## src/rtl/pfl_consts.svh

```systemverilog
// register indices, flag bit positions, reset values and field layout
`ifndef PFL_CONSTS_SVH
`define PFL_CONSTS_SVH
// printed register indices; byte address is four times the index
`define PFL_IDX_FLAGS     8'h04
`define PFL_IDX_IRQ_CTRL  8'h05
`define PFL_IDX_CMD       8'h08
`define PFL_IDX_ACC_PTR   8'h09
`define PFL_IDX_ACC_VAL   8'h0A
`define PFL_FLAGS_RESET   8'h80
`define PFL_ACC_RESET     16'h0000
`define PFL_BIT_MATCH     0
`define PFL_BIT_CARRY     1
`define PFL_BIT_WRAP      2
`define PFL_BIT_SPARE_A   3
`define PFL_BIT_SPARE_B   4
`define PFL_BIT_RSVD      5
`define PFL_BIT_SIGN      6
`define PFL_BIT_ZERO      7
`define PFL_CMD_OP_LSB    0
`define PFL_CMD_OP_MSB    2
`define PFL_CMD_ARG_LSB   16
`define PFL_CMD_ARG_MSB   31
`define PFL_PTR_MSB       1
`endif

```

## src/rtl/pfl_pkg.sv

```systemverilog
// types shared by the flags block modules
`default_nettype none
package pfl_pkg;
  typedef enum logic [2:0] {
    PFL_OP_NOP = 3'h0,
    PFL_OP_ADD = 3'h1,
    PFL_OP_SUB = 3'h2,
    PFL_OP_AND = 3'h3,
    PFL_OP_OR  = 3'h4,
    PFL_OP_XOR = 3'h5,
    PFL_OP_CMP = 3'h6
  } pfl_op_t;

  typedef struct packed {
    logic zero;
    logic sign;
    logic rsvd;
    logic spare_flag_b;
    logic spare_flag_a;
    logic signed_wrap_flag;
    logic carry;
    logic match;
  } pfl_flags_t;

  typedef enum logic [0:0] {
    PFL_APB_IDLE   = 1'b0,
    PFL_APB_ACCESS = 1'b1
  } pfl_apb_st_t;
endpackage
`default_nettype wire

```

## src/rtl/pfl_dp_if.sv

```systemverilog
// datapath carrier between controller, alu and accumulator bank
`timescale 1ns/1ps
`default_nettype none
interface pfl_dp_if #(parameter int ACC_W = 16, parameter int PTR_W = 2);
  pfl_pkg::pfl_op_t   op;
  logic [ACC_W-1:0]   operand;
  logic [ACC_W-1:0]   result;
  logic               carry;
  logic               wrap;
  logic               equal;
  logic               wr_acc;
  logic               upd_carry;
  logic               upd_wrap;
  logic               upd_match;
  logic               wr_en;
  logic [PTR_W-1:0]   wr_ptr;
  logic [ACC_W-1:0]   wr_data;
  logic [PTR_W-1:0]   cur_ptr;
  logic [ACC_W-1:0]   cur_data;
  logic [PTR_W-1:0]   peek_ptr;
  logic [ACC_W-1:0]   peek_data;
  modport alu (input op, operand, cur_data,
               output result, carry, wrap, equal, wr_acc, upd_carry, upd_wrap, upd_match);
  modport bank (input wr_en, wr_ptr, wr_data, cur_ptr, peek_ptr, output cur_data, peek_data);
  modport ctl (output op, operand, wr_en, wr_ptr, wr_data, cur_ptr, peek_ptr,
               input result, carry, wrap, equal, wr_acc, upd_carry, upd_wrap, upd_match,
               input cur_data, peek_data);
endinterface
`default_nettype wire

```

## src/rtl/pfl_alu.sv

```systemverilog
// arithmetic and logic unit on the active accumulator
`timescale 1ns/1ps
`default_nettype none
module pfl_alu (
  pfl_dp_if.alu dp
);
  logic [16:0] sum17;
  // partial sum of the low 15 bits: its top bit is the carry out of bit 14
  logic [15:0] low16;
  always_comb begin
    sum17        = 17'h00000;
    low16        = 16'h0000;
    dp.result    = dp.cur_data;
    dp.carry     = 1'b0;
    dp.wrap      = 1'b0;
    dp.equal     = 1'b0;
    dp.wr_acc    = 1'b0;
    dp.upd_carry = 1'b0;
    dp.upd_wrap  = 1'b0;
    dp.upd_match = 1'b0;
    case (dp.op)
      pfl_pkg::PFL_OP_ADD, pfl_pkg::PFL_OP_SUB: begin
        if (dp.op == pfl_pkg::PFL_OP_ADD) begin
          sum17 = {1'b0, dp.cur_data} + {1'b0, dp.operand};
          low16 = {1'b0, dp.cur_data[14:0]} + {1'b0, dp.operand[14:0]};
        end else begin
          sum17 = {1'b0, dp.cur_data} - {1'b0, dp.operand};
          low16 = {1'b0, dp.cur_data[14:0]} - {1'b0, dp.operand[14:0]};
        end
        dp.result    = sum17[15:0];
        dp.carry     = sum17[16]; // [RULE_05]
        dp.wrap      = low16[15] ^ sum17[16]; // [RULE_07] [RULE_08]
        dp.wr_acc    = 1'b1;
        dp.upd_carry = 1'b1;
        dp.upd_wrap  = 1'b1;
      end
      pfl_pkg::PFL_OP_AND, pfl_pkg::PFL_OP_OR, pfl_pkg::PFL_OP_XOR: begin
        if (dp.op == pfl_pkg::PFL_OP_AND) dp.result = dp.cur_data & dp.operand;
        else if (dp.op == pfl_pkg::PFL_OP_OR) dp.result = dp.cur_data | dp.operand;
        else dp.result = dp.cur_data ^ dp.operand;
        // logic ops never carry, so the flag clears
        dp.wr_acc    = 1'b1;
        dp.upd_carry = 1'b1; // [RULE_05]
      end
      pfl_pkg::PFL_OP_CMP: begin
        dp.equal     = (dp.cur_data == dp.operand); // [RULE_03]
        dp.upd_match = 1'b1;
      end
      default: begin
        dp.result = dp.cur_data;
      end
    endcase
  end
endmodule
`default_nettype wire

```

## src/rtl/pfl_acc_bank.sv

```systemverilog
// bank of accumulators with one write and two read ports
`timescale 1ns/1ps
`default_nettype none
module pfl_acc_bank #(
  parameter int ACC_W = 16,
  parameter int NUM   = 4
) (
  input wire logic pclk,
  input wire logic presetn,
  pfl_dp_if.bank   dp
);
  typedef struct packed {
    logic [NUM-1:0][ACC_W-1:0] acc;
  } pfl_bank_st_t;

  pfl_bank_st_t q;
  pfl_bank_st_t d;

  always_comb begin
    d = q;
    if (dp.wr_en) begin
      d.acc[dp.wr_ptr] = dp.wr_data; // [RULE_15]
    end
  end

  assign dp.cur_data  = q.acc[dp.cur_ptr]; // [RULE_14]
  assign dp.peek_data = q.acc[dp.peek_ptr];

  always_ff @(posedge pclk or negedge presetn) begin
    if (!presetn) begin
      q <= '0;
    end else begin
      q <= d;
    end
  end
endmodule
`default_nettype wire

```

## src/rtl/pfl_top.sv

```systemverilog
// processor status flags block with accumulators behind an APB slave
//
// Overview of operation
// RULE_01: every reset loads the flags register with 80h, zero flag only set.
// RULE_02: flags readable; writes touch only wrap, match, carry, spare flags.
// RULE_03: match bit takes compare equality: 1 when equal, 0 when different.
// RULE_04: software writing 1 to match bit sets it like an equal compare.
// RULE_05: carry follows latest arithmetic or logic operation's carry or borrow.
// RULE_06: software writing 1 to carry bit sets it like a carrying operation.
// RULE_07: add sets wrap flag when exactly one of bits 14, 15 carries out.
// RULE_08: subtract sets wrap flag when borrow reaches exactly one of bits 14, 15.
// RULE_09: software can read and write the wrap flag to restore it.
// RULE_10: bits 3 and 4 store software values; operations never change them.
// RULE_11: bit 5 is reserved and always reads zero.
// RULE_12: sign flag mirrors active accumulator top bit, also on pointer switch.
// RULE_13: zero flag is NOR of active accumulator, also on pointer switch.
// RULE_14: active accumulator is one of four, chosen by two-bit pointer.
// RULE_15: accumulators are 16 bits; flags update on the result's write edge.
//
// Our own choice: register access over APB.
`timescale 1ns/1ps
`default_nettype none
`include "pfl_consts.svh"
module pfl_top #(
  parameter int ACC_W  = 16,
  parameter int NUM    = 4,
  parameter int ADDR_W = 12
) (
  input  wire logic              pclk,
  input  wire logic              presetn,
  input  wire logic              psel,
  input  wire logic              penable,
  input  wire logic              pwrite,
  input  wire logic [ADDR_W-1:0] paddr,
  input  wire logic [31:0]       pwdata,
  output logic      [31:0]       prdata,
  output logic                   pready,
  output logic                   pslverr,
  output logic      [7:0]        processor_flags
);
  localparam int PTR_W = $clog2(NUM);

  typedef struct packed {
    pfl_pkg::pfl_apb_st_t st;
    logic                 pready;
    logic                 pslverr;
    logic [31:0]          prdata;
    pfl_pkg::pfl_flags_t  flags;
    logic [PTR_W-1:0]     ptr;
    pfl_pkg::pfl_op_t     op;
    logic [ACC_W-1:0]     operand;
  } pfl_top_st_t;

  // one-hot register select: {acc value, acc pointer, command, flags}
  typedef logic [3:0] pfl_sel_t;

  pfl_top_st_t q;
  pfl_top_st_t d;

  pfl_dp_if #(.ACC_W(ACC_W), .PTR_W(PTR_W)) dp ();

  pfl_alu u_alu (
    .dp (dp)
  );

  pfl_acc_bank #(.ACC_W(ACC_W), .NUM(NUM)) u_bank (
    .pclk    (pclk),
    .presetn (presetn),
    .dp      (dp)
  );

  // misaligned or unknown words select nothing and answer with an error
  function automatic pfl_sel_t pfl_decode(input logic [ADDR_W-1:0] a);
    logic [7:0] idx;
    pfl_sel_t   s;
    idx = a[9:2];
    s   = 4'h0;
    if (a[1:0] == 2'h0 && a[ADDR_W-1:10] == '0) begin
      case (idx)
        `PFL_IDX_FLAGS:   s = 4'h1;
        `PFL_IDX_CMD:     s = 4'h2;
        `PFL_IDX_ACC_PTR: s = 4'h4;
        `PFL_IDX_ACC_VAL: s = 4'h8;
        default:          s = 4'h0;
      endcase
    end
    return s;
  endfunction

  pfl_sel_t         sel;
  logic             access_fire;
  logic             wr_fire;
  logic             cmd_fire;
  logic             ptr_fire;
  logic             val_fire;
  logic             flags_fire;
  logic [ACC_W-1:0] next_active;
  logic [31:0]      rd_word;

  assign sel         = pfl_decode(paddr);
  assign access_fire = (q.st == pfl_pkg::PFL_APB_ACCESS) && psel && penable;
  assign wr_fire     = access_fire && pwrite && (sel != 4'h0);
  assign flags_fire  = wr_fire && sel[0];
  assign cmd_fire    = wr_fire && sel[1];
  assign ptr_fire    = wr_fire && sel[2];
  assign val_fire    = wr_fire && sel[3];

  // a command word runs its operation on the very edge that accepts it
  assign dp.op      = cmd_fire ? pfl_pkg::pfl_op_t'(pwdata[`PFL_CMD_OP_MSB:`PFL_CMD_OP_LSB])
                               : pfl_pkg::PFL_OP_NOP;
  assign dp.operand = pwdata[`PFL_CMD_ARG_MSB:`PFL_CMD_ARG_LSB];
  assign dp.cur_ptr = q.ptr; // [RULE_14]

  assign dp.wr_en   = val_fire || (cmd_fire && dp.wr_acc);
  assign dp.wr_ptr  = q.ptr;
  assign dp.wr_data = val_fire ? pwdata[ACC_W-1:0] : dp.result;

  // look ahead to the accumulator that is active after this edge
  assign dp.peek_ptr = ptr_fire ? pwdata[PTR_W-1:0] : q.ptr;
  assign next_active = (dp.wr_en && dp.wr_ptr == dp.peek_ptr) ? dp.wr_data : dp.peek_data;

  always_comb begin
    rd_word = 32'h00000000;
    case (sel)
      4'h1:    rd_word = {24'h000000, q.flags};
      4'h2:    rd_word = {q.operand, 13'h0000, q.op};
      4'h4:    rd_word = {{(32-PTR_W){1'b0}}, q.ptr};
      4'h8:    rd_word = {{(32-ACC_W){1'b0}}, dp.cur_data};
      default: rd_word = 32'h00000000;
    endcase
  end

  always_comb begin
    d = q;
    case (q.st)
      pfl_pkg::PFL_APB_IDLE: begin
        // setup phase: the answer is prepared so pready can come from a flop
        if (psel && !penable) begin
          d.st      = pfl_pkg::PFL_APB_ACCESS;
          d.pready  = 1'b1;
          d.pslverr = (sel == 4'h0);
          d.prdata  = pwrite ? 32'h00000000 : rd_word;
        end
      end
      pfl_pkg::PFL_APB_ACCESS: begin
        d.st      = pfl_pkg::PFL_APB_IDLE;
        d.pready  = 1'b0;
        d.pslverr = 1'b0;
        d.prdata  = 32'h00000000;
      end
      default: begin
        d.st      = pfl_pkg::PFL_APB_IDLE;
        d.pready  = 1'b0;
        d.pslverr = 1'b0;
        d.prdata  = 32'h00000000;
      end
    endcase

    if (flags_fire) begin
      // sign, zero and reserved are not writable; they are recomputed below
      d.flags.match            = pwdata[`PFL_BIT_MATCH];    // [RULE_02] [RULE_04]
      d.flags.carry            = pwdata[`PFL_BIT_CARRY];    // [RULE_06]
      d.flags.signed_wrap_flag = pwdata[`PFL_BIT_WRAP];     // [RULE_09]
      d.flags.spare_flag_a     = pwdata[`PFL_BIT_SPARE_A];  // [RULE_10]
      d.flags.spare_flag_b     = pwdata[`PFL_BIT_SPARE_B];  // [RULE_10]
    end
    if (cmd_fire) begin
      d.op      = dp.op;
      d.operand = dp.operand;
      if (dp.upd_match) d.flags.match = dp.equal;                    // [RULE_03]
      if (dp.upd_carry) d.flags.carry = dp.carry;                    // [RULE_05] [RULE_15]
      if (dp.upd_wrap)  d.flags.signed_wrap_flag = dp.wrap;          // [RULE_07] [RULE_08]
    end
    if (ptr_fire) begin
      d.ptr = pwdata[PTR_W-1:0]; // [RULE_14]
    end
    // sign and zero follow whatever the active accumulator holds after this edge
    d.flags.sign = next_active[ACC_W-1]; // [RULE_12] [RULE_15]
    d.flags.zero = ~|next_active;        // [RULE_13] [RULE_15]
    d.flags.rsvd = 1'b0;                 // [RULE_11]
  end

  always_ff @(posedge pclk or negedge presetn) begin
    if (!presetn) begin
      q.st      <= pfl_pkg::PFL_APB_IDLE;
      q.pready  <= 1'b0;
      q.pslverr <= 1'b0;
      q.prdata  <= 32'h00000000;
      q.flags   <= pfl_pkg::pfl_flags_t'(`PFL_FLAGS_RESET); // [RULE_01]
      q.ptr     <= '0;
      q.op      <= pfl_pkg::PFL_OP_NOP;
      q.operand <= `PFL_ACC_RESET;
    end else begin
      q <= d;
    end
  end

  assign prdata          = q.prdata;
  assign pready          = q.pready;
  assign pslverr         = q.pslverr;
  assign processor_flags = q.flags;

  // helper values captured for the checks below
  logic [ACC_W-1:0] chk_a;
  logic [ACC_W-1:0] chk_b;
  logic [16:0]      chk_sum;
  logic [16:0]      chk_dif;
  assign chk_a   = dp.cur_data;
  assign chk_b   = dp.operand;
  assign chk_sum = {1'b0, chk_a} + {1'b0, chk_b};
  assign chk_dif = {1'b0, chk_a} - {1'b0, chk_b};

  a_reset_value: // [RULE_01]
  assert property (@(posedge pclk) $rose(presetn) |-> processor_flags == `PFL_FLAGS_RESET)
    else $error("flags not at reset value after reset release");

  a_sz_write_ignored: // [RULE_02]
  assert property (@(posedge pclk) disable iff (!presetn)
    flags_fire |=> $stable(processor_flags[`PFL_BIT_SIGN])
                   && $stable(processor_flags[`PFL_BIT_ZERO]))
    else $error("flags write changed sign or zero");

  a_match_compare: // [RULE_03]
  assert property (@(posedge pclk) disable iff (!presetn)
    (cmd_fire && dp.op == pfl_pkg::PFL_OP_CMP)
      |=> processor_flags[`PFL_BIT_MATCH] == ($past(chk_a) == $past(chk_b)))
    else $error("match flag disagrees with compare");

  a_match_sw_set: // [RULE_04]
  assert property (@(posedge pclk) disable iff (!presetn)
    (flags_fire && pwdata[`PFL_BIT_MATCH]) |=> processor_flags[`PFL_BIT_MATCH])
    else $error("software write of one did not set match");

  a_carry_add: // [RULE_05]
  assert property (@(posedge pclk) disable iff (!presetn)
    (cmd_fire && dp.op == pfl_pkg::PFL_OP_ADD)
      |=> processor_flags[`PFL_BIT_CARRY] == $past(chk_sum[16]))
    else $error("carry flag wrong after add");

  a_carry_logic: // [RULE_05]
  assert property (@(posedge pclk) disable iff (!presetn)
    (cmd_fire && dp.op inside {pfl_pkg::PFL_OP_AND, pfl_pkg::PFL_OP_OR, pfl_pkg::PFL_OP_XOR})
      |=> !processor_flags[`PFL_BIT_CARRY])
    else $error("carry flag set after logic operation");

  a_carry_sw_set: // [RULE_06]
  assert property (@(posedge pclk) disable iff (!presetn)
    (flags_fire && pwdata[`PFL_BIT_CARRY]) |=> processor_flags[`PFL_BIT_CARRY])
    else $error("software write of one did not set carry");

  a_wrap_add: // [RULE_07]
  assert property (@(posedge pclk) disable iff (!presetn)
    (cmd_fire && dp.op == pfl_pkg::PFL_OP_ADD)
      |=> processor_flags[`PFL_BIT_WRAP]
          == $past((chk_a[15] == chk_b[15]) && (chk_sum[15] != chk_a[15])))
    else $error("wrap flag wrong after add");

  a_wrap_sub: // [RULE_08]
  assert property (@(posedge pclk) disable iff (!presetn)
    (cmd_fire && dp.op == pfl_pkg::PFL_OP_SUB)
      |=> processor_flags[`PFL_BIT_WRAP]
          == $past((chk_a[15] != chk_b[15]) && (chk_dif[15] != chk_a[15])))
    else $error("wrap flag wrong after subtract");

  a_wrap_restore: // [RULE_09]
  assert property (@(posedge pclk) disable iff (!presetn)
    flags_fire |=> processor_flags[`PFL_BIT_WRAP] == $past(pwdata[`PFL_BIT_WRAP]))
    else $error("wrap flag not restored by write");

  a_spare_hold: // [RULE_10]
  assert property (@(posedge pclk) disable iff (!presetn)
    (cmd_fire || val_fire || ptr_fire) && !flags_fire
      |=> $stable(processor_flags[`PFL_BIT_SPARE_B:`PFL_BIT_SPARE_A]))
    else $error("spare flags changed by an operation");

  a_rsvd_zero: // [RULE_11]
  assert property (@(posedge pclk) disable iff (!presetn)
    !processor_flags[`PFL_BIT_RSVD] && !(access_fire && !pwrite && sel[0] && prdata[5]))
    else $error("reserved bit is not zero");

  a_sign_mirror: // [RULE_12]
  assert property (@(posedge pclk) disable iff (!presetn)
    processor_flags[`PFL_BIT_SIGN] == dp.cur_data[ACC_W-1])
    else $error("sign flag does not mirror active accumulator");

  a_zero_mirror: // [RULE_13]
  assert property (@(posedge pclk) disable iff (!presetn)
    processor_flags[`PFL_BIT_ZERO] == (dp.cur_data == '0))
    else $error("zero flag does not match active accumulator");

  a_ptr_switch: // [RULE_14]
  assert property (@(posedge pclk) disable iff (!presetn)
    ptr_fire |=> q.ptr == $past(pwdata[PTR_W-1:0]) && dp.cur_data == $past(next_active))
    else $error("pointer switch did not select the accumulator");

  a_same_edge: // [RULE_15]
  assert property (@(posedge pclk) disable iff (!presetn)
    (cmd_fire && dp.wr_acc) |=> dp.cur_data == $past(dp.result)
      && processor_flags[`PFL_BIT_ZERO] == ($past(dp.result) == '0))
    else $error("flags and result not written on the same edge");

  a_apb_answer:
  assert property (@(posedge pclk) disable iff (!presetn)
    (psel && !penable && q.st == pfl_pkg::PFL_APB_IDLE) |=> pready ##1 !pready)
    else $error("apb answer not one cycle after setup");

  a_slverr_map:
  assert property (@(posedge pclk) disable iff (!presetn)
    (psel && !penable && q.st == pfl_pkg::PFL_APB_IDLE) |=> pslverr == ($past(sel) == 4'h0))
    else $error("slave error does not match address decode");

  a_prdata_idle:
  assert property (@(posedge pclk) disable iff (!presetn)
    !pready |-> prdata == 32'h00000000)
    else $error("read data not cleared outside the access cycle");

  a_flags_readable: // [RULE_02]
  assert property (@(posedge pclk) disable iff (!presetn)
    (psel && !penable && q.st == pfl_pkg::PFL_APB_IDLE && !pwrite && sel == 4'h1)
      |=> prdata == {24'h000000, processor_flags})
    else $error("flags read does not return the flags register");

  a_match_clear: // [RULE_02]
  assert property (@(posedge pclk) disable iff (!presetn)
    (flags_fire && !pwdata[`PFL_BIT_MATCH]) |=> !processor_flags[`PFL_BIT_MATCH])
    else $error("software write of zero did not clear match");

  a_spare_store: // [RULE_10]
  assert property (@(posedge pclk) disable iff (!presetn)
    flags_fire |=> processor_flags[`PFL_BIT_SPARE_B:`PFL_BIT_SPARE_A]
                   == $past(pwdata[`PFL_BIT_SPARE_B:`PFL_BIT_SPARE_A]))
    else $error("spare flags did not store the written value");

  a_carry_sub: // [RULE_05]
  assert property (@(posedge pclk) disable iff (!presetn)
    (cmd_fire && dp.op == pfl_pkg::PFL_OP_SUB)
      |=> processor_flags[`PFL_BIT_CARRY] == $past(chk_a < chk_b))
    else $error("borrow flag wrong after subtract");

  a_cmp_keeps: // [RULE_05]
  assert property (@(posedge pclk) disable iff (!presetn)
    (cmd_fire && dp.op == pfl_pkg::PFL_OP_CMP)
      |=> $stable(processor_flags[`PFL_BIT_WRAP:`PFL_BIT_CARRY]))
    else $error("compare changed carry or wrap");

  a_logic_wrap: // [RULE_07]
  assert property (@(posedge pclk) disable iff (!presetn)
    (cmd_fire && dp.op inside {pfl_pkg::PFL_OP_AND, pfl_pkg::PFL_OP_OR, pfl_pkg::PFL_OP_XOR})
      |=> $stable(processor_flags[`PFL_BIT_WRAP]))
    else $error("logic operation changed the wrap flag");

  a_ptr_hold: // [RULE_14]
  assert property (@(posedge pclk) disable iff (!presetn)
    !ptr_fire |=> $stable(q.ptr))
    else $error("accumulator pointer moved without a write");
endmodule
`default_nettype wire

```

## config.mk

```make
export PLATFORM = sky130hd
export DESIGN_NAME = pfl_top
export DESIGN_NICKNAME = d
export VERILOG_FILES = /design/src/rtl/pfl_pkg.sv /design/src/rtl/pfl_dp_if.sv /design/src/rtl/pfl_alu.sv /design/src/rtl/pfl_acc_bank.sv /design/src/rtl/pfl_top.sv
export VERILOG_INCLUDE_DIRS = /design/src /design/src/rtl
export SDC_FILE = /design/constraint.sdc
export NUM_CORES = 1
export LEC_CHECK = 0
export ABC_AREA = 1
export BUFFER_PORTS_ARGS = -buffer_cell sky130_fd_sc_hd__buf_2
export CAP_MARGIN = 20
export CORE_AREA = 2 2 152 192
export DETAILED_ROUTE_END_ITERATION = 8
export DIE_AREA = 0 0 154 194
export GPL_TIMING_DRIVEN = 0
export SETUP_SLACK_MARGIN = 0.4
export SYNTH_ARGS = -nofsm -noshare
export SYNTH_HDL_FRONTEND = slang
export SYNTH_HIERARCHICAL = 1
export SYNTH_SLANG_ARGS = --single-unit
```

## constraint.sdc

```tcl
create_clock -name pclk -period 4.04 [get_ports pclk]
set_clock_uncertainty 0.1 [all_clocks]
set_input_delay 0.606 -clock pclk [delete_from_list [all_inputs] [get_ports pclk]]
set_output_delay 0.606 -clock pclk [all_outputs]
set_load 0.02 [all_outputs]
```

---- After elaboration in Yosys (flattened, before gate mapping) ----
Cells that the tools add are included.
W data, S select, Z words.
storage, ports and cells
  output and inout port bits .............. 42
  word-level logic and storage cells ...... 106
  bits in registers ....................... 127
cells by class
  reductions and logical operators ........ 24
  add/subtract/negate cells ............... 4
  order comparisons ....................... 3
  multiplexer cells ....................... 35
  equal/unequal tests ..................... 17
  bitwise gates (word level) .............. 5
operator list
  kind                  count
  $mux W16              9
  $pmux W32 S4          1
  $pmux W35 S2          1
  $bmux W16 S2          2
  $bwmux W64            1
  $mux W35              1
  $mux W17              2
  $demux W16 S2         1
  $mux W32              1
  $pmux W16 S2          1
  $eq A8 B4 Y1 const B  3
  $add A16 B16 Y17      1
  $sub A16 B16 Y17      1
  $add A15 B15 Y16      1
  $and A16 B16 Y16      1
  $eq A16 B16 Y1        1
  $or A16 B16 Y16       1
  $pmux W4 S4           1
  $reduce_or A16 Y1     1
  $sub A15 B15 Y16      1
  $xor A16 B16 Y16      1
  $logic_and A1 B1 Y1   13
  $eq A3 B3 Y1 const B  3
  $mux W1               9
  24 further kinds      30

---- Logic depth before layout (Yosys ltp) ----
Gate-level depths: netlist (run 1).
  depth after elaboration ................. 16
  mapped depth ............................ 31

---- Modules after synthesis ----
The synthesis (run 1) kept the hierarchy.
modules (own cells, without submodules)
  module        seq. area each (um2)  area each (um2)  cells each  instances
  pfl_acc_bank  1601.5                3961.3           594         1
  pfl_alu       0.0                   3706.1           699         1
  pfl_top       1577.8                3413.3           434         1

---- Least setup slack after synthesis (run 1) ----
No wires, ideal clock.
  path kind ............................... input to register
  start point ............................. input paddr[11]
  end point ............................... register q (netlist bit processor_flags[2])
  path slack .............................. 0.168 ns
  data required time ...................... 3.822 ns
  setup time .............................. 0.118 ns
  arrival ................................. 3.654 ns
  stages .................................. 30
  buffers on the path ..................... 3
  cells stage by stage .................... nor2_1 nand2_1 nor2_4 nand2_1 nor2_1 inv_1 clkbuf_1 nor2_1 nand2_2 nor2_4 inv_2 buf_6 buf_6 nand2_1 o21ai_1 xor2_1 ha_1 nand2_1 nor2_1 nand2_1 nor2_1 nand2_1 nand3_1 nand2_1 inv_1 nand2_1 nand2_1 nor2_1 nor2_1 nor2_1
RTL lines
  item         line           source
  from (decl)  pfl_top.sv:34  input wire logic [ADDR_W-1:0] paddr,
  to (decl)    pfl_top.sv:57  pfl_top_st_t q;

==> impl_metrics.py, run 1 <==
metrics = {
    "floorplan": {
        "dieArea_um2": 29880,
        "initial_utilization": 0.3949,
        "chipWidth_um": 154,
        "core_area_um2": 28060,
        "io_pins": 91,
        "rows": 69,
        "die-height_um": 194,
    },
    "clock_tree": {
        "clkTransAtPathRegs_ns": 0.06,
        "clock_sinks": 127,
        "cts_buffers": 17,
        "cts_tree": "done",
        "worstSkewPairLatency_ns": 0.43,
        "cts_hold_buf": 0,
        "clock-root-buffer": "clkbuf_16",
        "cts-htree-levels": 4,
        "ctsLongestPathBuffers": 2,
    },
    "route": {
        "drc": 0,
        "num_vias": 11666,
        "dr.pass1.iters": 6,
        "vias_per_cell": 5.190,
        "dr.first_iter.drc_count": 848,
        "finalWirelength_um": 40920,
        "wl_per_cell_um": 18.20,
        "ant_nets": 0,
    },
    "finish": {
        "syn_to_final_growth_pct": 23.54,
        "layout-drive-gt1-share": 0.2361,
        "final_area_um2": 13690,
        "nNetsFinal": 1994,
        "nFillCells": 2909,
        "antenna_cells": 0,
    },
    "yosys": {
        "avgSynthCellArea_um2": 6.416,
        "syn-instance-count": 1727,
        "synth_ff_type": "dfrtp_1",
        "synth_warnings": 6,
        "synth_edf_count": 0,
        "post-synth-top-count-cell": "nand2_1",
        "netlist_area_um2": 11080,
        "synthDistinctLibCells": 44,
        "synth_top_area_frac": 0.2846,
        "synth_seq_cells": 127,
        "synth_nets": 1841,
        "synthTopCellsByCount": "636 x nand2_1, 232 x inv_1, 176 x nand3_1",
        "yosysSeqAreaShare": 0.2869,
        "post-synth-top-area-cell": "dfrtp_1",
        "synthArstFlopShare": 1.000,
        "netlist_top_cells_area": "dfrtp_1 28%, nand2_1 22%, nand3_1 7.9%, inv_1 7.9%, ha_1 7.1%",
    },
    "placement": {
        "dp.final_hpwl_um": 31300,
        "io_buffers": 89,
        "place.gp.congestion": 0.9632,
        "placed_area_um2": 12030,
    },
    "sta": {
        "fin_setup_tns_ns": 0,
        "fin_crit_ns": 3.565,
        "fin_crit_sh": 0.8825,
        "max_freq_mhz": 280.5,
        "maxSlewViolCount": 0,
        "tightest_slew_ns": 0.7547,
        "finalSetupViolations": 0,
        "relSlewSlack": 0.4916,
        "rsz0062_at_grt": "yes",
        "whs_ns": -0.006612,
        "finalHoldViolations": 2,
    },
    "global_routing": {
        "gr-total-overflow": 0,
        "track_usage": 0.2677,
        "grt_max_degree": 85,
        "grt_pass1_wl_um": 61510,
        "grt_pass1_vias": 11105,
        "grt_antenna_before_repair": 0,
    },
    "worst_setup_path": {
        "cp-end-kind": "flip-flop",
        "path_class": "flip-flop to flip-flop",
        "crit_path_max_incr_delay_ns": 0.44,
        "critical_path.max_fanout": 10,
        "crit_slowest_cell": "dfrtp_2",
        "critical-path-top-cell-by-count": "nand2_1",
        "crit_arrival_ns": 3.84,
        "critPathLaunchType": "flip-flop",
        "crit_chain": "buf_6 > inv_6 > buf_12 > nand3_1 > nand2_4 > inv_1 > ha_1 > buf_6 > a21oi_1 > nand2_1 > a21oi_1 > nand3_1 > nand2_1 > nand2_1 > nand3_2 > nand2_2 > nand2_2 > nand2_4 > nor2_2 > nand2_1 > nor2_4 > nand3_2 > nand2_2",
        "crit_required_ns": 4.32,
    },
    "power": {
        "finalPower_mw": 2.954,
        "p_leak_nw": 7.547,
        "peakVddDrop_uv": 221.8,
        "p_per_area_nw_per_um2": 215.8,
    },
    "min_path": {
        "min_path_type": "input pin to async pin",
    },
    "run_status": {
        "violations": "negative hold slack",
        "status": "finished with violations",
    },
    "run": {
        "max-cap-violations": 0,
    },
}
-- critical path: cells and delay by family (launching register included) --
family	cells	cell delay, ns
and+or+nand+nor	15	1.64
buffers and inverters	5	0.63
DFF	1	0.44
AOI/OAI and AO/OA	2	0.38
adders and majority gates	1	0.30
-- repair_timing --
action / CTS / global route
endpoints found under the hold margin: 0 / 0
buffers inserted: 15 / 29
resized for setup: 82 / 164
endpoints found under the setup margin: 55 / 12
pin swaps: 13 / 47
-- cell families after synthesis --
family / synth area share
AO/OA/AOI/OAI: 0.08526
XOR/XNOR: 0.01265
adder cells (fa/ha/maj): 0.07475
buffers and inverters: 0.1519
flip-flops: 0.2869
other: 0.0003384
AND/OR/NAND/NOR: 0.3882
-- through the flow --
step / util / cells / hold WS, ns / setup slack (ns)
floorplan: - / 1727 / 0.2104 / 0.4142
global placement: 0.4277 / 2171 / 0.3541 / -0.5308
detailed placement: 0.4289 / 2172 / 0.3589 / -0.5529
CTS: 0.4613 / 2219 / 0.003145 / 0.4010
global route: 0.4879 / 2248 / 0.02218 / 0.3739
finish: 0.4879 / 2248 / -0.006612 / 0.4745
-- registers in the layout (all words and copies together), names as in the netlist --
name             cells
dp.cur_ptr           2
prdata              32
pready               1
processor_flags      7
pslverr              1
q                   20
u_bank/q            64
-- cells in the final DEF, fill, tap and decap left out, types with 5 or more instances in the layout --
| master | count |
|---|---|
| o21ai_1 | 20 |
| o21bai_1 | 5 |
| a21oi_1 | 39 |
| dfrtp_1 | 125 |
| a32o_1 | 8 |
| inv_2 | 15 |
| clkinv_4 | 6 |
| buf_2 | 111 |
| ha_1 | 57 |
| nand2_1 | 585 |
| o21ai_2 | 10 |
| nand3_2 | 17 |
| inv_1 | 223 |
| nand3_1 | 159 |
| a21oi_2 | 7 |
| ha_4 | 5 |
| clkbuf_1 | 12 |
| nor3_1 | 9 |
| nor2_1 | 53 |
| nand2_4 | 26 |
| nand2_2 | 39 |
| inv_6 | 6 |
| and2_1 | 5 |
| nor2_2 | 15 |
| o211ai_1 | 12 |
| a32oi_1 | 5 |
| xor2_1 | 16 |
| nor2_4 | 16 |
| o21ai_0 | 34 |
| nand4_1 | 56 |
| buf_6 | 18 |
| buf_4 | 99 |
| clkbuf_16 | 17 |
-- final cells by class --
cell class | instances | area (µm²) | share of cell area
Tap cell | 355 | 444.2 | 0.03245
Inverter | 243 | 929.6 | 0.06791
Clock inverter | 15 | 113.9 | 0.008317
Timing Repair Buffer | 134 | 809.5 | 0.05914
Sequential cell | 127 | 3181 | 0.2323
Buffer | 124 | 940.9 | 0.06873
Multi-Input combinational cell | 1233 | 6845 | 0.5000
Clock buffer | 17 | 425.4 | 0.03108
-- power by group --
group          internal [mW]  total [mW]  switching (mW)
Sequential              1.28        1.28         0.00201
Combinational         0.0830       0.265           0.182
Clock                  0.789        1.41           0.623
Total                   2.15        2.95           0.807
-- per-layer routing --
layer	vias to the layer above	track usage	wire length, µm
met5	-	0	0
met4	0	0.1454	2187
met3	111	0.03576	2079
met2	393	0.4586	20030
met1	5436	0.3245	16630
li1	5726	-	-
-- path summary, 6_finish.rpt --
path                               startpoint                  to  slack [ns]  cells past startpoint
worst min-delay path                  presetn          prdata[10]      -0.007                      1
worst max register to register  dp.cur_ptr[1]  processor_flags[7]        0.47                     23
worst max-delay path            dp.cur_ptr[1]  processor_flags[7]        0.47                     23
min in group pclk                  pwdata[31]               q[15]        0.34                      3
worst min register to register    u_bank/q[6]         u_bank/q[6]        0.37                      2
max in group asynchronous             presetn        u_bank/q[37]        3.08                      2
No activity file was read; power rests on OpenSTA's default activity.
==> run 2: changes to the inputs <==
--- a/config.mk
+++ b/config.mk
@@ -6,12 +6,12 @@
 export SDC_FILE = /design/constraint.sdc
 export NUM_CORES = 1
 export LEC_CHECK = 0
-export ABC_AREA = 1
+export ABC_AREA = 0
 export BUFFER_PORTS_ARGS = -buffer_cell sky130_fd_sc_hd__buf_2
 export CAP_MARGIN = 20
-export CORE_AREA = 2 2 152 192
+export CORE_AREA = 2 2 143 180
 export DETAILED_ROUTE_END_ITERATION = 8
-export DIE_AREA = 0 0 154 194
+export DIE_AREA = 0 0 145 182
 export GPL_TIMING_DRIVEN = 0
 export SETUP_SLACK_MARGIN = 0.4
 export SYNTH_ARGS = -nofsm -noshare
==> run 2 against run 1 <==
Maximum frequency decreased by 16%. Setup slack got worse by 0.67 ns. Critical path type is now input pin to flip-flop. Total power increased by 10%. Area after synthesis decreased by 13%. Count of clock-buffer cells in the layout unchanged. Combinational power increased by 3%. Critical path depth decreased by 10. Routed wire length decreased by 24%. Worst hold slack got worse by 0.0047 ns. Clock power increased by 21%. Sequential share of layout area increased by 1.3 points. The run ends with negative hold slack, negative setup slack left.
==> impl_metrics.py, run 2 <==
metrics = {
    "sta": {
        "maxSlewViolCount": 0,
        "max_freq_mhz": 236.1,
        "fin_ws_ns": -0.1958,
        "finalHoldViolations": 3,
        "finalSetupViolations": 10,
        "fin_crit_ns": 4.236,
        "relSlewSlack": 0.4155,
        "fin_crit_sh": 1.048,
        "whs_ns": -0.01126,
        "rsz0062_at_grt": "yes",
        "tightest_slew_ns": 0.8687,
    },
    "finish": {
        "final_area_um2": 12940,
        "top_register": "u_bank/q",
        "syn_to_final_growth_pct": 33.59,
        "largest_reg_flops": 64,
        "nFillCells": 2144,
        "multi_input_area_um2": 6477,
        "nNetsFinal": 1224,
        "layout-drive-gt1-share": 0.4915,
        "seqCellArea_um2": 3182,
        "mostFrequentLayoutCell": "dfrtp_1",
        "final_cell_mix": "124 x dfrtp_1, 114 x buf_4, 90 x buf_2, 80 x mux2_2, 51 x ha_1",
        "stdcell_count": 1459,
        "largestRegisters": "u_bank/q x64, prdata x32, q x20",
    },
    "yosys": {
        "synth_seq_cells": 127,
        "synthArstFlopShare": 1.000,
        "netlist_area_um2": 9689,
        "syn-instance-count": 921,
        "synthDistinctLibCells": 90,
        "post-synth-top-area-cell": "dfrtp_1",
        "synth_top_area_frac": 0.3254,
        "synth_ff_type": "dfrtp_1",
        "avgSynthCellArea_um2": 10.52,
        "yosysSeqAreaShare": 0.3281,
        "post-synth-top-count-cell": "dfrtp_1",
        "netlist_top_cells_area": "dfrtp_1 33%, mux2_2 13%, ha_1 8.1%, mux4_2 7.4%, buf_4 3.5%",
        "synthTopCellsByCount": "126 x dfrtp_1, 109 x mux2_2, 63 x ha_1",
        "synth_warnings": 6,
        "synth_nets": 1035,
        "synth_edf_count": 0,
    },
    "clock_tree": {
        "cts-htree-levels": 4,
        "cts_buffers": 17,
        "cts_tree": "done",
        "clkTransAtPathRegs_ns": 0.07,
        "worstSkewPairLatency_ns": 0.43,
        "ctsLongestPathBuffers": 2,
        "clock-root-buffer": "clkbuf_16",
        "clock_sinks": 127,
    },
    "placement": {
        "placed_area_um2": 10800,
        "pre_cts_slack_ns": -0.8273,
        "dpl.cell_count": 1344,
        "place.gp.congestion": 0.9610,
        "io_buffers": 87,
        "dp.final_hpwl_um": 22140,
    },
    "global_routing": {
        "grt_pass1_wl_um": 47540,
        "track_usage": 0.2336,
        "grt_antenna_before_repair": 1,
        "grt_max_degree": 80,
        "gr-total-overflow": 0,
        "grt_pass1_vias": 8326,
    },
    "power": {
        "finalPower_mw": 3.251,
        "p_per_area_nw_per_um2": 251.1,
        "peakVddDrop_uv": 251.5,
        "p_leak_nw": 6.089,
    },
    "run": {
        "max-cap-violations": 0,
    },
    "worst_setup_path": {
        "cp-end-kind": "flip-flop",
        "critPathLaunchType": "input pin",
        "r2r_setup_slack_ns": -0.18,
        "r2r_end": "processor_flags[7]",
        "crit_required_ns": 4.30,
        "critical_path.max_fanout": 10,
        "crit_arrival_ns": 4.49,
        "worstRegToRegCells": 15,
        "path_class": "input pin to flip-flop",
        "r2r-start": "dp.cur_ptr[0]",
    },
    "floorplan": {
        "chipWidth_um": 145,
        "io_pins": 91,
        "dieArea_um2": 26390,
        "die-height_um": 182,
        "rows": 65,
        "core_area_um2": 24810,
        "initial_utilization": 0.3906,
    },
    "route": {
        "dr.first_iter.drc_count": 868,
        "ant_nets": 0,
        "num_vias": 8489,
        "vias_per_cell": 5.818,
        "drc": 0,
        "finalWirelength_um": 31190,
        "wl_per_cell_um": 21.38,
        "dr.pass1.iters": 6,
    },
    "run_status": {
        "violations": "negative hold slack, negative setup slack",
        "status": "finished with violations",
    },
    "min_path": {
        "min_path_type": "input pin to async pin",
    },
}
[run 2: layout make-up]
type | count | area share
clock inverters | 15 | 0.01701
diodes | 1 | 0.0001933
flip-flops and latches | 127 | 0.2458
well taps | 335 | 0.03238
plain buffers | 94 | 0.06003
repair buffers | 170 | 0.09357
clock buffers | 17 | 0.03287
multi-input cells | 646 | 0.5004
inverters | 54 | 0.01769
[run 2: where the power goes]
| part | switching (mW) | internal (mW) | total, mW | leakage, nW |
|---|---|---|---|---|
| logic | 0.174 | 0.0994 | 0.273 | 4.01 |
| registers | 0.00192 | 1.28 | 1.28 | 1.76 |
| clock network | 0.646 | 1.05 | 1.70 | 0.314 |
| total | 0.821 | 2.43 | 3.25 | 6.09 |
[run 2: logic make-up (layout without fill, tap and decap cells)]
logic type / Yosys count / count (layout) / share of synthesized area
buffers and inverters: 148 / 350 / 0.08135
DFF: 127 / 127 / 0.3281
and+or+nand+nor: 183 / 183 / 0.1080
AOI/OAI and AO/OA: 221 / 221 / 0.1621
other: 1 / 2 / 0.0003870
muxes: 150 / 150 / 0.2111
adders and majority gates: 65 / 65 / 0.08549
xor gates and xnor gates: 26 / 26 / 0.02350
[run 2: what timing repair did]
item / CTS / global route
pin swaps: 57 / 26
gates resized for setup: 124 / 76
setup buffers: 63 / 16
endpoints found under the setup margin: 58 / 63
hold buffers: 0 / 0
gates cloned: 3 / 0
endpoints found under the hold margin: 0 / 0
[run 2: metrics by stage]
step / setup TNS (ns) / utilization
floorplan: -0.1954 / -
global placement: -21.64 / 0.4338
detailed placement: -21.74 / 0.4352
CTS: -0.1459 / 0.5052
global route: -1.774 / 0.5218
finish: -0.6356 / 0.5218
[run 2: critical path, cell delays in order]
cell	delay (ns)
buf_6	0.09
or4_4	0.54
buf_12	0.14
nor2_4	0.15
buf_4	0.16
nand4_1	0.13
mux2_2	0.28
clkbuf_1	0.41
buf_2	0.38
mux4_2	0.35
nor4_1	0.78
nand4_1	0.27
mux2i_1	0.20
[run 2: how the worst max path moves through the flow]
| stage | to | startpoint | cells after the start | slack [ns] |
|---|---|---|---|---|
| after floorplan | processor_flags[2] | paddr[1] | 19 | -0.07 |
| after global placement | processor_flags[2] | paddr[7] | 18 | -0.82 |
| after detailed placement | processor_flags[2] | paddr[7] | 18 | -0.83 |
| after CTS | processor_flags[7] | dp.cur_ptr[0] | 17 | -0.12 |
| after global routing | processor_flags[7] | dp.cur_ptr[0] | 16 | -0.21 |
| final | processor_flags[7] | paddr[10] | 13 | -0.20 |
[run 2: routing by layer]
layer / routed length [µm] / vias up / track usage
li1: - / 3789 / -
met5: 0 / - / 0
met1: 12240 / 4196 / 0.2790
met2: 15240 / 384 / 0.3966
met4: 1977 / 0 / 0.1450
met3: 1728 / 120 / 0.03518
==> run 3: changes to the inputs <==
--- a/config.mk
+++ b/config.mk
@@ -9,12 +9,11 @@
 export ABC_AREA = 0
 export BUFFER_PORTS_ARGS = -buffer_cell sky130_fd_sc_hd__buf_2
 export CAP_MARGIN = 20
-export CORE_AREA = 2 2 143 180
+export CORE_AREA = 2 2 221 114
 export DETAILED_ROUTE_END_ITERATION = 8
-export DIE_AREA = 0 0 145 182
+export DIE_AREA = 0 0 223 116
 export GPL_TIMING_DRIVEN = 0
 export SETUP_SLACK_MARGIN = 0.4
 export SYNTH_ARGS = -nofsm -noshare
 export SYNTH_HDL_FRONTEND = slang
-export SYNTH_HIERARCHICAL = 1
 export SYNTH_SLANG_ARGS = --single-unit
==> run 3 against run 2 <==
Clock power hardly changed. First-iteration DRC count is 27% higher. Setup slack better by 0.17 ns. Via count is 5.8% higher. The run ends with negative setup slack left. Final area is 5.8% lower. Worst hold slack better by 0.38 ns.
==> impl_metrics.py, run 3 <==
metrics = {
    "run_status": {
        "status": "finished with violations",
        "violations": "negative setup slack",
    },
    "yosys": {
        "synthDistinctLibCells": 87,
        "synth_compound_area_frac": 0.2084,
        "avgSynthCellArea_um2": 9.037,
        "synth_top_family_by_area": "compound AO/OA/AOI/OAI gates",
        "syn-instance-count": 1051,
        "synthTopCellsByCount": "139 x nand2_1, 126 x dfrtp_1, 118 x o21ai_0",
        "synthSimpleGateAreaFrac": 0.1782,
        "synth-xor-area-share": 0.02859,
        "netlist_area_um2": 9498,
        "netlist_top_cells_area": "dfrtp_1 33%, ha_1 10%, o21ai_0 6.2%, nand2_1 5.5%, mux4_2 3.8%",
        "synth_warnings": 0,
        "synth_edf_count": 0,
        "post-synth-top-area-cell": "dfrtp_1",
        "synthAdderAreaFrac": 0.1070,
        "synth_nets": 1180,
        "synth_ff_type": "dfrtp_1",
        "muxShareOfSynthArea": 0.06587,
        "synth_top_area_frac": 0.3320,
        "synthArstFlopShare": 1.000,
        "post-synth-top-count-cell": "nand2_1",
        "yosysSeqAreaShare": 0.3347,
        "synth_seq_cells": 127,
    },
    "route": {
        "vias_per_cell": 5.828,
        "num_vias": 8981,
        "dr.first_iter.drc_count": 1105,
        "finalWirelength_um": 32810,
        "wl_per_cell_um": 21.29,
        "dr.pass1.iters": 5,
        "ant_nets": 0,
        "drc": 0,
    },
    "finish": {
        "largestRegisters": "u_bank.q x64, prdata x32, q x20",
        "final_cell_mix": "139 x nand2_1, 125 x dfrtp_1, 91 x buf_2, 90 x o21ai_0, 87 x buf_4",
        "top_register": "u_bank.q",
        "syn_to_final_growth_pct": 28.42,
        "antenna_cells": 0,
        "layout-drive-gt1-share": 0.3124,
        "nFillCells": 2148,
        "final_area_um2": 12200,
        "nNetsFinal": 1342,
        "mostFrequentLayoutCell": "nand2_1",
        "largest_reg_flops": 64,
    },
    "sta": {
        "finalHoldViolations": 0,
        "fin_crit_sh": 1.007,
        "maxSlewViolCount": 0,
        "rsz0062_at_grt": "yes",
        "fin_ws_ns": -0.02919,
        "finalSetupViolations": 1,
        "whs_ns": 0.3687,
        "tightest_slew_ns": 1.255,
        "max_freq_mhz": 245.7,
        "fin_crit_ns": 4.069,
        "relSlewSlack": 0.1566,
    },
    "worst_setup_path": {
        "critical-path-top-cell-by-count": "inv_2",
        "cp-end-kind": "flip-flop",
        "path_class": "flip-flop to flip-flop",
        "r2r-start": "dp.cur_ptr[0]",
        "crit_path_max_incr_delay_ns": 0.61,
        "crit_required_ns": 4.29,
        "worstRegToRegCells": 16,
        "r2r_setup_slack_ns": -0.03,
        "critical_path.max_fanout": 5,
        "crit_start": "dp.cur_ptr[0]",
        "r2r_end": "processor_flags[7]",
        "crit_arrival_ns": 4.32,
        "crit_slowest_cell": "mux4_2",
        "cp-endpoint": "processor_flags[7]",
        "crit_chain": "buf_12 > clkbuf_16 > mux4_2 > inv_2 > ha_4 > inv_2 > fa_2 > nor2b_4 > o21ai_2 > nand4_1 > nand3_1 > or3b_4 > a31oi_4 > and4_4 > nand4_4 > a221oi_2",
        "critPathLaunchType": "flip-flop",
    },
    "global_routing": {
        "grt_max_degree": 89,
        "grt_pass1_wl_um": 49270,
        "grt_antenna_before_repair": 0,
        "gr-total-overflow": 0,
        "track_usage": 0.2534,
        "grt_pass1_vias": 8403,
    },
    "placement": {
        "io_buffers": 85,
        "placed_area_um2": 10460,
        "dp.final_hpwl_um": 24670,
        "pre_cts_slack_ns": -0.5465,
        "place.gp.congestion": 0.9430,
    },
    "clock_tree": {
        "worstSkewPairLatency_ns": 0.44,
        "clock-root-buffer": "clkbuf_16",
        "cts_tree": "done",
        "clock_sinks": 127,
        "cts-htree-levels": 4,
        "ctsLongestPathBuffers": 2,
        "cts_buffers": 17,
        "clkTransAtPathRegs_ns": 0.06,
    },
    "min_path": {
        "min_path_type": "flip-flop to flip-flop",
        "whs_path_depth": 2,
        "holdCritStartpoint": "q[17]",
    },
    "floorplan": {
        "dieArea_um2": 25870,
        "rows": 40,
        "initial_utilization": 0.3995,
        "io_pins": 91,
        "chipWidth_um": 223,
        "core_area_um2": 23770,
        "die-height_um": 116,
    },
    "power": {
        "peakVddDrop_uv": 287.2,
        "p_per_area_nw_per_um2": 268.3,
        "p_leak_nw": 5.591,
    },
    "run": {
        "max-cap-violations": 0,
    },
}
## run 3: cell count changes after synthesis, sizes merged, moves of 6 or more
cell    previous run  this run
nand2             42       140
nand3             14        20
mux2i              6        13
o21ai             46       120
mux4              32        16
a22oi              8        17
ha                63        78
mux2             112        12
a21oi             40        33
a221oi            23         4
nor3              15        24
buf               66        60
nor2              42        52
## run 3: cell type report
cell class / count / area [µm²] / area share
clock inverter: 13 / 200.2 / 0.01641
sequential: 127 / 3181 / 0.2608
buffer: 92 / 603.1 / 0.04945
multi-input combinational: 784 / 6243 / 0.5119
tap: 315 / 394.1 / 0.03231
timing repair buffer: 143 / 939.7 / 0.07704
inverter: 48 / 182.7 / 0.01498
clock buffer: 19 / 452.9 / 0.03714
## run 3: cells by family after synthesis
family	after synthesis
simple gates	333
mux	41
fa+ha+maj	80
buf+inv	140
other cells	1
flops	127
compound gates	298
xor+xnor	31
## run 3: power breakdown
group / switching, mW / total [mW] / leakage, nW / internal (mW)
Combinational: 0.200 / 0.301 / 3.51 / 0.101
Sequential: 0.00217 / 1.28 / 1.76 / 1.28
Clock: 0.615 / 1.69 / 0.317 / 1.08
## run 3: what timing repair did
item	4_1_cts	5_1_grt
hold buffers	1	0
buffers inserted	39	16
gates resized for setup	56	106
endpoints found under the hold margin	30	0
pin swaps	26	53
setup endpoints to repair	48	49
## run 3: critical path: cells and delay by family (launching register included)
kind            cells  cell delay [ns]
compound gates      3             0.66
flops               1             0.39
fa+ha+maj           2             0.49
buf+inv             4             0.44
mux                 1             0.61
simple gates        6             1.30
## run 3: per-layer routing
metal,GRT usage,vias to the layer above,wire length [µm]
met2,0.3738,407,14050
met5,0,-,0
met1,0.3610,4407,15210
met3,0.07353,42,2968
li1,-,4125,-
met4,0.07293,0,576
## run 3: stage by stage
stage                     total power, mW    util  TNS [ns]  std cells
after floorplan                     1.446       -         0       1051
after global placement              1.561  0.4383    -3.647       1451
after detailed placement            1.567  0.4399    -3.716       1453
after CTS                           3.276  0.4911   -0.1261       1525
after global routing                3.380  0.5131   -0.2953       1541
final                               3.273  0.5131  -0.02919       1541
## run 3: worst min-delay path by stage
stage	to	slack, ns
6_report	q[17]	0.37
5_1_grt	processor_flags[4]	0.35
4_1_cts	processor_flags[3]	0.35
3_5_place_dp	q[17]	0.36
3_3_place_gp	q[17]	0.36
2_1_floorplan	dp.cur_ptr[0]	0.21
